<file path="src/logic/pmc_pkg.sv">
// pmc_pkg: constants and types of the power mode control block
package pmc_pkg;

	// *****************************************
	// register map
	// *****************************************
	localparam logic [7:0] PMC_CTRL_ADDR = 8'h87; // power control register address
	localparam logic [7:0] PMC_CTRL_RESET = 8'h00; // value after reset
	localparam logic [7:0] PMC_CTRL_WMASK = 8'h8f; // reserved bits 4..6 hold zero

	// *****************************************
	// field positions
	// *****************************************
	localparam int PMC_IDLE_BIT = 0;
	localparam int PMC_PDOWN_BIT = 1;
	localparam int PMC_FLAG0_BIT = 2;
	localparam int PMC_FLAG1_BIT = 3;
	localparam int PMC_BAUD_BIT = 7;

	// *****************************************
	// timing
	// *****************************************
	localparam int PMC_CLK_PERIOD_NS = 100; // clk at 10 MHz
	localparam int PMC_OSC_PERIOD_NS = 100; // clk is the oscillator
	localparam int PMC_SETTLE_PERIODS = 1536; // oscillator periods after interrupt wake
	localparam int PMC_SETTLE_CYCLES =
		(PMC_SETTLE_PERIODS * PMC_OSC_PERIOD_NS) / PMC_CLK_PERIOD_NS;
	localparam int PMC_MACHINE_PERIODS = 12; // oscillator periods per machine cycle
	localparam int PMC_PDOWN_RST_PERIODS = 24; // least reset length to leave power-down
	localparam int PMC_IDLE_RST_MCYCLES = 2; // least reset length to leave idle
	localparam int PMC_CNT_W = 11;

	// *****************************************
	// mode state
	// *****************************************
	typedef enum logic [1:0] {
		PMC_RUN = 2'b00,
		PMC_IDLE = 2'b01,
		PMC_PDOWN = 2'b10,
		PMC_SETTLE = 2'b11
	} pmc_mode_t;

endpackage

</file>
<file path="src/logic/pmc_settle_if.sv">
// pmc_settle_if: handshake between mode control and the settling counter
`timescale 1ns/100ps
interface pmc_settle_if;
	logic start; // one-cycle pulse: begin settling delay
	logic busy; // level: delay running
	logic done; // one-cycle pulse: last delay cycle
	modport ctrl (output start, input busy, input done);
	modport timer (input start, output busy, output done);
endinterface

</file>
<file path="src/logic/pmc_power_mode_control.sv">
// pmc_power_mode_control: idle and power-down control with pin states
//
// Behaviour
// - control register at 87H, byte access only
// - power-down bit write is last instruction
// - power-down entered only by software bit
// - oscillator stops, state kept, pins show latches
// - both strobes low in power-down
// - interrupt wake waits 1536 oscillator periods
// - reset wake: 24 periods, no settling delay
// - idle bit write is last instruction
// - idle gates only the cpu clock
// - idle keeps state, freezes pins, strobes high
// - enabled interrupt clears mode bits, ends idle
// - two general flags writable with idle bit
// - hardware reset ends idle, two machine cycles
// - reset restores registers, not ram
// - power-down keeps high address latch, pulled up in external memory mode
// - external memory pin states in low power
// - bit 7 is baud double, 4..6 reserved
// - machine cycle is 12 oscillator periods
// - baud double bit is zero after reset
`timescale 1ns/100ps
module pmc_power_mode_control
	import pmc_pkg::*;
(
	input wire logic clk,
	input wire logic sys_rst,
	input wire logic [7:0] sfr_addr,
	input wire logic [7:0] sfr_wdata,
	input wire logic sfr_wr,
	input wire logic sfr_rd,
	input wire logic sfr_bit_access,
	output logic [7:0] sfr_rdata,
	output logic sfr_hit,
	input wire logic irq_pending,
	input wire logic [7:0] wake_interrupt_lines,
	input wire logic [7:0] wake_enable,
	input wire logic ext_mem_mode,
	input wire logic [7:0] core_port0_out,
	input wire logic [7:0] core_port0_oe_n,
	input wire logic [7:0] core_port1_out,
	input wire logic [7:0] core_port2_out,
	input wire logic [7:0] core_port3_out,
	input wire logic core_ale,
	input wire logic core_program_fetch_strobe,
	input wire logic [7:0] port0_latch,
	input wire logic [7:0] port1_latch,
	input wire logic [7:0] high_address_port_latch,
	input wire logic [7:0] port3_latch,
	output logic [7:0] pin_port0_out,
	output logic [7:0] pin_port0_oe_n,
	output logic [7:0] pin_port1_out,
	output logic [7:0] pin_port2_out,
	output logic [7:0] pin_port2_strong_pu,
	output logic [7:0] pin_port3_out,
	output logic address_latch_strobe,
	output logic program_fetch_strobe,
	output logic cpu_clk_en,
	output logic periph_clk_en,
	output logic osc_enable,
	output logic sfr_reset,
	output logic baud_double_bit,
	output logic general_flag_zero,
	output logic general_flag_one,
	output logic [1:0] power_mode
);

	// *****************************************
	// declarations
	// *****************************************
	pmc_mode_t mode_reg;
	pmc_mode_t mode_next;
	logic [7:0] ctrl_reg;
	logic [7:0] rdata_reg;
	logic sfr_reset_reg;
	logic ctrl_hit;
	logic ctrl_wr;
	logic wake_req;
	logic mode_clear;
	logic enter_idle;
	logic [7:0] frz_port0_reg;
	logic [7:0] frz_port0_oe_n_reg;
	logic [7:0] frz_port1_reg;
	logic [7:0] frz_port2_reg;
	logic [7:0] frz_port3_reg;
	logic [7:0] port0_reg;
	logic [7:0] port0_oe_n_reg;
	logic [7:0] port1_reg;
	logic [7:0] port2_reg;
	logic [7:0] port2_pu_reg;
	logic [7:0] port3_reg;
	logic ale_reg;
	logic program_fetch_strobe_reg;
	logic cpu_clk_en_reg;
	logic periph_clk_en_reg;
	logic osc_enable_reg;
	logic [PMC_CNT_W-1:0] settle_seen_reg;

	pmc_settle_if settle ();

	pmc_settle_timer u_settle (
		.clk(clk),
		.sys_rst(sys_rst),
		.st(settle.timer)
	);

	// *****************************************
	// register decode
	// *****************************************
	// bit-addressed accesses do not reach this register
	assign ctrl_hit = (sfr_addr == PMC_CTRL_ADDR) && !sfr_bit_access;
	assign ctrl_wr = ctrl_hit && sfr_wr && (mode_reg == PMC_RUN);
	assign sfr_hit = ctrl_hit;
	assign wake_req = |(wake_interrupt_lines & wake_enable);
	assign enter_idle = (mode_reg == PMC_RUN) && (mode_next == PMC_IDLE);
	// mode bits dropped by hardware when idle or power-down ends
	assign mode_clear = ((mode_reg == PMC_IDLE) && irq_pending) || settle.done;

	// *****************************************
	// power control register
	// *****************************************
	// reset clears every field; reserved bits always hold zero
	always_ff @(posedge clk) begin
		if (sys_rst) begin
			ctrl_reg <= PMC_CTRL_RESET;
		end else if (ctrl_wr) begin
			ctrl_reg <= sfr_wdata & PMC_CTRL_WMASK;
		end else if (mode_clear) begin
			ctrl_reg[PMC_IDLE_BIT] <= 1'b0;
			ctrl_reg[PMC_PDOWN_BIT] <= 1'b0;
		end
	end

	// read data comes one cycle after the read strobe
	always_ff @(posedge clk) begin
		if (sys_rst) begin
			rdata_reg <= 8'h00;
		end else if (ctrl_hit && sfr_rd) begin
			rdata_reg <= ctrl_reg;
		end
	end

	// reset request for the other function registers; ram is left alone
	always_ff @(posedge clk) begin
		sfr_reset_reg <= sys_rst;
	end

	assign sfr_rdata = rdata_reg;
	assign sfr_reset = sfr_reset_reg;
	assign baud_double_bit = ctrl_reg[PMC_BAUD_BIT];
	assign general_flag_zero = ctrl_reg[PMC_FLAG0_BIT];
	assign general_flag_one = ctrl_reg[PMC_FLAG1_BIT];

	// *****************************************
	// mode state machine
	// *****************************************
	// power-down wins when both request bits arrive together
	always_comb begin
		mode_next = mode_reg;
		case (mode_reg)
			PMC_RUN: begin
				if (ctrl_wr && sfr_wdata[PMC_PDOWN_BIT]) begin
					mode_next = PMC_PDOWN;
				end else if (ctrl_wr && sfr_wdata[PMC_IDLE_BIT]) begin
					mode_next = PMC_IDLE;
				end
			end
			PMC_IDLE: begin
				if (irq_pending) begin
					mode_next = PMC_RUN;
				end
			end
			PMC_PDOWN: begin
				if (wake_req) begin
					mode_next = PMC_SETTLE;
				end
			end
			PMC_SETTLE: begin
				if (settle.done) begin
					mode_next = PMC_RUN;
				end
			end
			default: begin
				mode_next = PMC_RUN;
			end
		endcase
	end

	// reset leaves any mode at once without a settling delay
	always_ff @(posedge clk) begin
		if (sys_rst) begin
			mode_reg <= PMC_RUN;
		end else begin
			mode_reg <= mode_next;
		end
	end

	assign settle.start = (mode_reg == PMC_PDOWN) && wake_req;
	assign power_mode = mode_reg;

	// *****************************************
	// clock gating
	// *****************************************
	// cpu stops the edge after the request write; peripherals run in idle
	always_ff @(posedge clk) begin
		if (sys_rst) begin
			cpu_clk_en_reg <= 1'b1;
			periph_clk_en_reg <= 1'b1;
			osc_enable_reg <= 1'b1;
		end else begin
			cpu_clk_en_reg <= (mode_next == PMC_RUN);
			periph_clk_en_reg <= (mode_next == PMC_RUN) || (mode_next == PMC_IDLE);
			osc_enable_reg <= (mode_next != PMC_PDOWN);
		end
	end

	assign cpu_clk_en = cpu_clk_en_reg;
	assign periph_clk_en = periph_clk_en_reg;
	assign osc_enable = osc_enable_reg;

	// *****************************************
	// pin freeze at idle entry
	// *****************************************
	// pins keep the values they showed when idle began
	always_ff @(posedge clk) begin
		if (sys_rst) begin
			frz_port0_reg <= 8'h00;
			frz_port0_oe_n_reg <= 8'hff;
			frz_port1_reg <= 8'hff;
			frz_port2_reg <= 8'hff;
			frz_port3_reg <= 8'hff;
		end else if (enter_idle) begin
			frz_port0_reg <= core_port0_out;
			frz_port0_oe_n_reg <= core_port0_oe_n;
			frz_port1_reg <= core_port1_out;
			frz_port2_reg <= core_port2_out;
			frz_port3_reg <= core_port3_out;
		end
	end

	// *****************************************
	// pin and strobe outputs
	// *****************************************
	// registered pin states per mode and memory kind
	always_ff @(posedge clk) begin
		if (sys_rst) begin
			port0_reg <= 8'h00;
			port0_oe_n_reg <= 8'hff;
			port1_reg <= 8'hff;
			port2_reg <= 8'hff;
			port2_pu_reg <= 8'h00;
			port3_reg <= 8'hff;
			ale_reg <= 1'b1;
			program_fetch_strobe_reg <= 1'b1;
		end else begin
			case (mode_reg)
				PMC_IDLE: begin
					port0_reg <= frz_port0_reg;
					port0_oe_n_reg <= ext_mem_mode ? 8'hff : frz_port0_oe_n_reg;
					port1_reg <= frz_port1_reg;
					port2_reg <= frz_port2_reg;
					port2_pu_reg <= 8'h00;
					port3_reg <= frz_port3_reg;
					ale_reg <= 1'b1;
					program_fetch_strobe_reg <= 1'b1;
				end
				PMC_PDOWN, PMC_SETTLE: begin
					port0_reg <= port0_latch;
					port0_oe_n_reg <= ext_mem_mode ? 8'hff : port0_latch;
					port1_reg <= port1_latch;
					port2_reg <= high_address_port_latch;
					port2_pu_reg <= ext_mem_mode ? high_address_port_latch : 8'h00;
					port3_reg <= port3_latch;
					ale_reg <= 1'b0;
					program_fetch_strobe_reg <= 1'b0;
				end
				default: begin
					port0_reg <= core_port0_out;
					port0_oe_n_reg <= core_port0_oe_n;
					port1_reg <= core_port1_out;
					port2_reg <= core_port2_out;
					port2_pu_reg <= 8'h00;
					port3_reg <= core_port3_out;
					ale_reg <= core_ale;
					program_fetch_strobe_reg <= core_program_fetch_strobe;
				end
			endcase
		end
	end

	assign pin_port0_out = port0_reg;
	assign pin_port0_oe_n = port0_oe_n_reg;
	assign pin_port1_out = port1_reg;
	assign pin_port2_out = port2_reg;
	assign pin_port2_strong_pu = port2_pu_reg;
	assign pin_port3_out = port3_reg;
	assign address_latch_strobe = ale_reg;
	assign program_fetch_strobe = program_fetch_strobe_reg;

	// *****************************************
	// checks
	// *****************************************
	// counts settling cycles so the delay can be checked on exit
	always_ff @(posedge clk) begin
		if (sys_rst || (mode_reg != PMC_SETTLE)) begin
			settle_seen_reg <= '0;
		end else begin
			settle_seen_reg <= settle_seen_reg + 1'b1;
		end
	end
endmodule

</file>
<file path="src/logic/pmc_settle_timer.sv">
// pmc_settle_timer: oscillator settling delay counter used on interrupt wake
`timescale 1ns/100ps
module pmc_settle_timer
	import pmc_pkg::*;
(
	input wire logic clk,
	input wire logic sys_rst,
	pmc_settle_if.timer st
);

	logic [PMC_CNT_W-1:0] cnt_reg;
	logic busy_reg;

	// *****************************************
	// down counter
	// *****************************************
	// reset stops the counter, so a reset wake never runs it
	always_ff @(posedge clk) begin
		if (sys_rst) begin
			cnt_reg <= '0;
			busy_reg <= 1'b0;
		end else if (st.start && !busy_reg) begin
			cnt_reg <= PMC_CNT_W'(PMC_SETTLE_CYCLES - 1);
			busy_reg <= 1'b1;
		end else if (busy_reg) begin
			cnt_reg <= cnt_reg - 1'b1;
			if (cnt_reg == '0) begin
				busy_reg <= 1'b0;
			end
		end
	end

	assign st.busy = busy_reg;
	assign st.done = busy_reg && (cnt_reg == '0);

endmodule

</file>
<file path="config.mk">
export PLATFORM = sky130hd
export DESIGN_NAME = pmc_power_mode_control
export DESIGN_NICKNAME = d
export VERILOG_FILES = /design/src/logic/pmc_pkg.sv /design/src/logic/pmc_settle_if.sv /design/src/logic/pmc_power_mode_control.sv /design/src/logic/pmc_settle_timer.sv
export SDC_FILE = /design/constraint.sdc
export NUM_CORES = 1
export LEC_CHECK = 0
export BUFFER_PORTS_ARGS = -buffer_cell sky130_fd_sc_hd__buf_2
export CORE_ASPECT_RATIO = 2
export CORE_MARGIN = 10
export CORE_UTILIZATION = 53
export CTS_CLUSTER_SIZE = 20
export DETAILED_ROUTE_END_ITERATION = 8
export GPL_ROUTABILITY_DRIVEN = 0
export HOLD_SLACK_MARGIN = 0.06
export PLACE_DENSITY_LB_ADDON = 0.08
export SYNTH_ARGS = -nofsm -noshare
export SYNTH_HDL_FRONTEND = slang
export SYNTH_SLANG_ARGS = --single-unit
</file>
<file path="constraint.sdc">
create_clock -name clk -period 2.5 [get_ports clk]
set_input_delay 0.5 -clock clk [delete_from_list [all_inputs] [get_ports clk]]
set_output_delay 0.5 -clock clk [all_outputs]
set_load 0.05 [all_outputs]
</file>
After elaboration in Yosys (flattened, before gate mapping)
Cells that the tools add are included.

storage, ports and cells
  bits in registers = 118
  latch bits = 0
  bits in writable memories = 0
  bits in read-only memories = 0
  logic and storage cells = 80
  memories = 0

cells by class
  add/subtract/negate cells = 1
  multipliers = 0
  divide/modulo/power cells = 0
  magnitude comparators = 0
  equal/unequal tests = 6
  shifts and indexed selects = 0
  muxes and demuxes = 22
  bitwise logic cells = 3
  reduce and logical (&&, ||, !) cells = 24

operator list
  operator               number
  $pmux 8 s2             5
  $mux 11                2
  $mux 8                 2
  $mux 2                 7
  $logic_and 1x1->1      11
  $logic_not 11->1       1
  $sub 11x1->11 const B  1
  $and 8x8->8            1
  $eq 8x8->1 const B     1
  $pmux 2 s4             1
  $reduce_or 8->1        1
  $eq 2x1->1 const B     2
  $eq 2x2->1 const B     2
  $logic_not 2->1        2
  $pmux 1 s2             2
  $reduce_bool 2->1      2
  $reduce_or 2->1        2
  $mux 1                 3
  $reduce_or 3->1        1
  $logic_not 1->1        2
  $logic_or 1x1->1       2
  $ne 2x2->1 const B     1
  $not 1->1              2

Longest topological paths before layout
  depth in word-level cells = 10
  gate-level depth with buffers = 7
  gate-level depth less buffers = 6

Cells and area by module
From an unflattened synthesis, not the netlist that was laid out.

second synthesis, totals
  cell total of the unflattened synthesis = 555
  area total of the unflattened synthesis = 4817.1 um^2

by module, submodules not included
  module                  times used  cells each  area an instance (um^2)  seq. area each (um^2)
  pmc_power_mode_control  1           493         4204.0                   2122.0
  pmc_settle_timer        1           62          613.1                    240.2

Least setup slack after synthesis
Ideal clock, no wire load.

  kind = input to output
  start point = input port sfr_addr[5]
  end point = output port sfr_hit
  arrival time = 1.366 ns
  required time = 2.000 ns
  path slack = 0.634 ns
  stages = 2
  cell sequence = nor4b_4 and3_1

between the ends
  word-level cells in the longest chain between the ends = 2

ends and longest elaborated chain
  element             RTL line                       RTL
  start: declaration  pmc_power_mode_control.sv:29   input wire logic [7:0] sfr_addr,
  $eq 8x8->1          pmc_power_mode_control.sv:112  assign ctrl_hit = (sfr_addr == PMC_CTRL_ADDR) && !sfr_bit_access;
  $logic_and 1x1->1   pmc_power_mode_control.sv:112
  end: declaration    pmc_power_mode_control.sv:35   output logic sfr_hit,

Every way passes these cells.

Worst setup path in the final report
  start point = register mode_reg[1] (netlist: power_mode[1])
  end point = output port power_mode[1]

RTL lines
  element                   RTL line                       RTL
  start: declaration        pmc_power_mode_control.sv:72   pmc_mode_t mode_reg;
  start signal: assignment  pmc_power_mode_control.sv:195  mode_reg <= mode_next;
  end: declaration          pmc_power_mode_control.sv:66   output logic [1:0] power_mode

No word-level cell between the ends.

==> out/results.ini <==
[critical_path]
critical_path_arrival_ns=1.69
worstRegToRegCells=5
cp_max_fo=35
crit_start=power_mode[1]
timing.critical_path.to=power_mode[1]
timing.rr.start=power_mode[1]
r2r_setup_slack_ns=0.57
startpoint_type=flip-flop
crit_path_end_kind=output port
path_class=flip-flop to output port
crit_required_ns=2.00
worstReg2RegEnd=u_settle.cnt_reg[2]

[layout]
layout.nets=816
fillers=756
seq_area_um2=2360
post-route-util_pct=70.5
syn2layout_area_growth_pct=29.0
stdcell_count=815
largest_register_ffs=11
multiInputGateArea_um2=2360
drive_gt1_share_pct=35.4

[global_routing]
grt.total_usage_pct=20.8
overflow=0
antenna_found_initial=1
grt_pass1_vias=4604
grt_pass1_wl_um=22700
grt_max_degree=54

[floorplan]
initial_core_util_pct=54.6
core_area_um2=9010
die_h_um=156
dieArea_um2=13800
ioPinCount=181
die-width_um=88.2
fp-row-count=49

[sta]
post-route-min-period_ns=2.19
fin_crit_sh_pct=87.8
fmax_ghz=0.456
fin_tns_setup_ns=0
clock_skew_ns=0.00731
report.final.slew_viol_count=0
slew_headroom_pct=24.2
hold_viol=0
setup_violations=0
worst_pin_slew_ns=1.13
rsz0062_at_grt=false

[drt]
first_pass_iters=4
drt_iter0_drc=242
route.detailed.drc=0
vias=4522
final_antenna_net_count=0
wl_um=14400
drt-vias-per-instance=5.55
wl_per_cell_um=17.6

[logic_synthesis]
ys_warn_count=0
synthArstFlopShare_pct=0
synth_seq_cells=118
yosys_most_used_dff=dfxtp_1
synth-edff-count=0
synth_cells=539
synth.largest_area_cell=dfxtp_1
netlist_area_um2=4920
synth_top_area_share_pct=48.0
yosysMostFrequentCell=dfxtp_1
yosysSeqAreaShare_pct=48.0
synth_common_cells=118 x dfxtp_1, 65 x nand2_1, 63 x nand3_1
yosys-top-cells-area=dfxtp_1 48%, mux2i_1 7.3%, nand3_1 6.4%
synth_cell_types=52
syn_area_per_cell_um2=9.13

[job]
drv_cap=0

[cts]
insertion_delay_ns=0.40
cts_made_buffers=17
root_buffer=clkbuf_16
path_clk_slew_ns=0.05
cts_resized=0
cts_buffer_depth=2
htreeDepth=4
cts_setup_buffers=0
cts_sinks=118
cts_tree=built
ctsHoldBuffers=0

[power_and_ir_drop]
p_clk_share_pct=47.3
p_sw_mw=1.09
ir_drop_uv=527
p_int_mw=3.35
pwr-share-seq_pct=43.4
p_leak_nw=2.83
p_comb_share_pct=9.2
p_sw_share_pct=24.6
power_density_nw_per_um2=700

[placed_design]
io_buffers=174
dp.cells=784
hpwl_um=10500

[min_path]
hp-class=primary input to flip-flop

[outcome]
outcome=completed

==> worst min path at each step <==
stage / cells after the start / start / slack, ns / to
floorplan: 2 / frz_port0_reg[1] / 0.43 / frz_port0_reg[1]
global placement: 2 / frz_port0_reg[1] / 0.43 / frz_port0_reg[1]
detailed placement: 2 / frz_port0_reg[1] / 0.44 / frz_port0_reg[1]
CTS: 3 / port1_latch[0] / 0.29 / pin_port1_out[0]
global route: 3 / port3_latch[4] / 0.30 / pin_port3_out[4]
finish: 3 / port1_latch[0] / 0.31 / pin_port1_out[0]
==> metal layers <==
layer | track usage (%) | share of wire, %
met5 | 0 | 0
met4 | 10.2 | 3.9
met3 | 7.38 | 7.9
met2 | 36.4 | 52
met1 | 20.9 | 36
==> area by class of cell <==
cell class	count	share of cell area [%]
Sequential cell	118	37.2
Multi-Input combinational cell	374	37.1
Tap cell	102	2.01
Antenna cell	1	0.0394
Clock buffer	21	7.25
Timing Repair Buffer	184	15.1
Clock inverter	9	0.887
Inverter	6	0.355
==> critical path: stages, from the launching register on <==
cell and delay [ns]:
dfxtp_2 0.51, buf_4 0.43, buf_2 0.34
==> cell families after synthesis <==
| family | count (synthesis) | share of synthesized area, % |
|---|---|---|
| AO/OA/AOI/OAI | 84 | 10.4 |
| XOR/XNOR | 2 | 0.356 |
| adder cells (fa/ha/maj) | 2 | 0.508 |
| buffers and inverters | 49 | 4.45 |
| flip-flops | 118 | 48.0 |
| multiplexers | 61 | 13.0 |
| other | 1 | 0.0762 |
| AND/OR/NAND/NOR | 222 | 23.2 |
==> placed cells by master (no fill, tap or decap), types with 5 or more instances in the layout <==
cell type / synthesis / routed
buf_2: 10 / 174
dfxtp_1: 118 / 116
nand2_1: 65 / 65
nand3_1: 63 / 63
a21oi_1: 41 / 41
mux2i_1: 36 / 36
nor2_1: 31 / 30
mux2_2: 25 / 25
clkbuf_16: 0 / 17
nor3_1: 16 / 16
o21ai_0: 12 / 12
buf_4: 6 / 9
and2_1: 8 / 8
o21a_1: 8 / 8
nor3b_1: 6 / 6
o31a_1: 6 / 6
inv_1: 6 / 5
clkinv_2: 0 / 5
==> per-stage QoR <==
stage	total power, mW	cell area [µm²]	hold slack, ns	worst slack (ns)
2_1_floorplan	2.22	4930	0.428	0.634
3_3_place_gp	2.37	5830	0.435	0.395
3_5_place_dp	2.38	5830	0.442	0.350
4_1_cts	4.49	6350	0.295	0.300
5_1_grt	4.61	6350	0.302	0.219
6_report	4.44	6350	0.309	0.306
==> power groups by stage <==
stage | Sequential, mW | Clock, mW | Combinational, mW
floorplan | 2.11 | 0 | 0.113
global placement | 1.97 | 0 | 0.405
detailed placement | 1.97 | 0 | 0.410
CTS | 1.93 | 2.15 | 0.412
global route | 1.93 | 2.24 | 0.441
finish | 1.93 | 2.10 | 0.410
No activity file was read; power rests on OpenSTA's default activity.
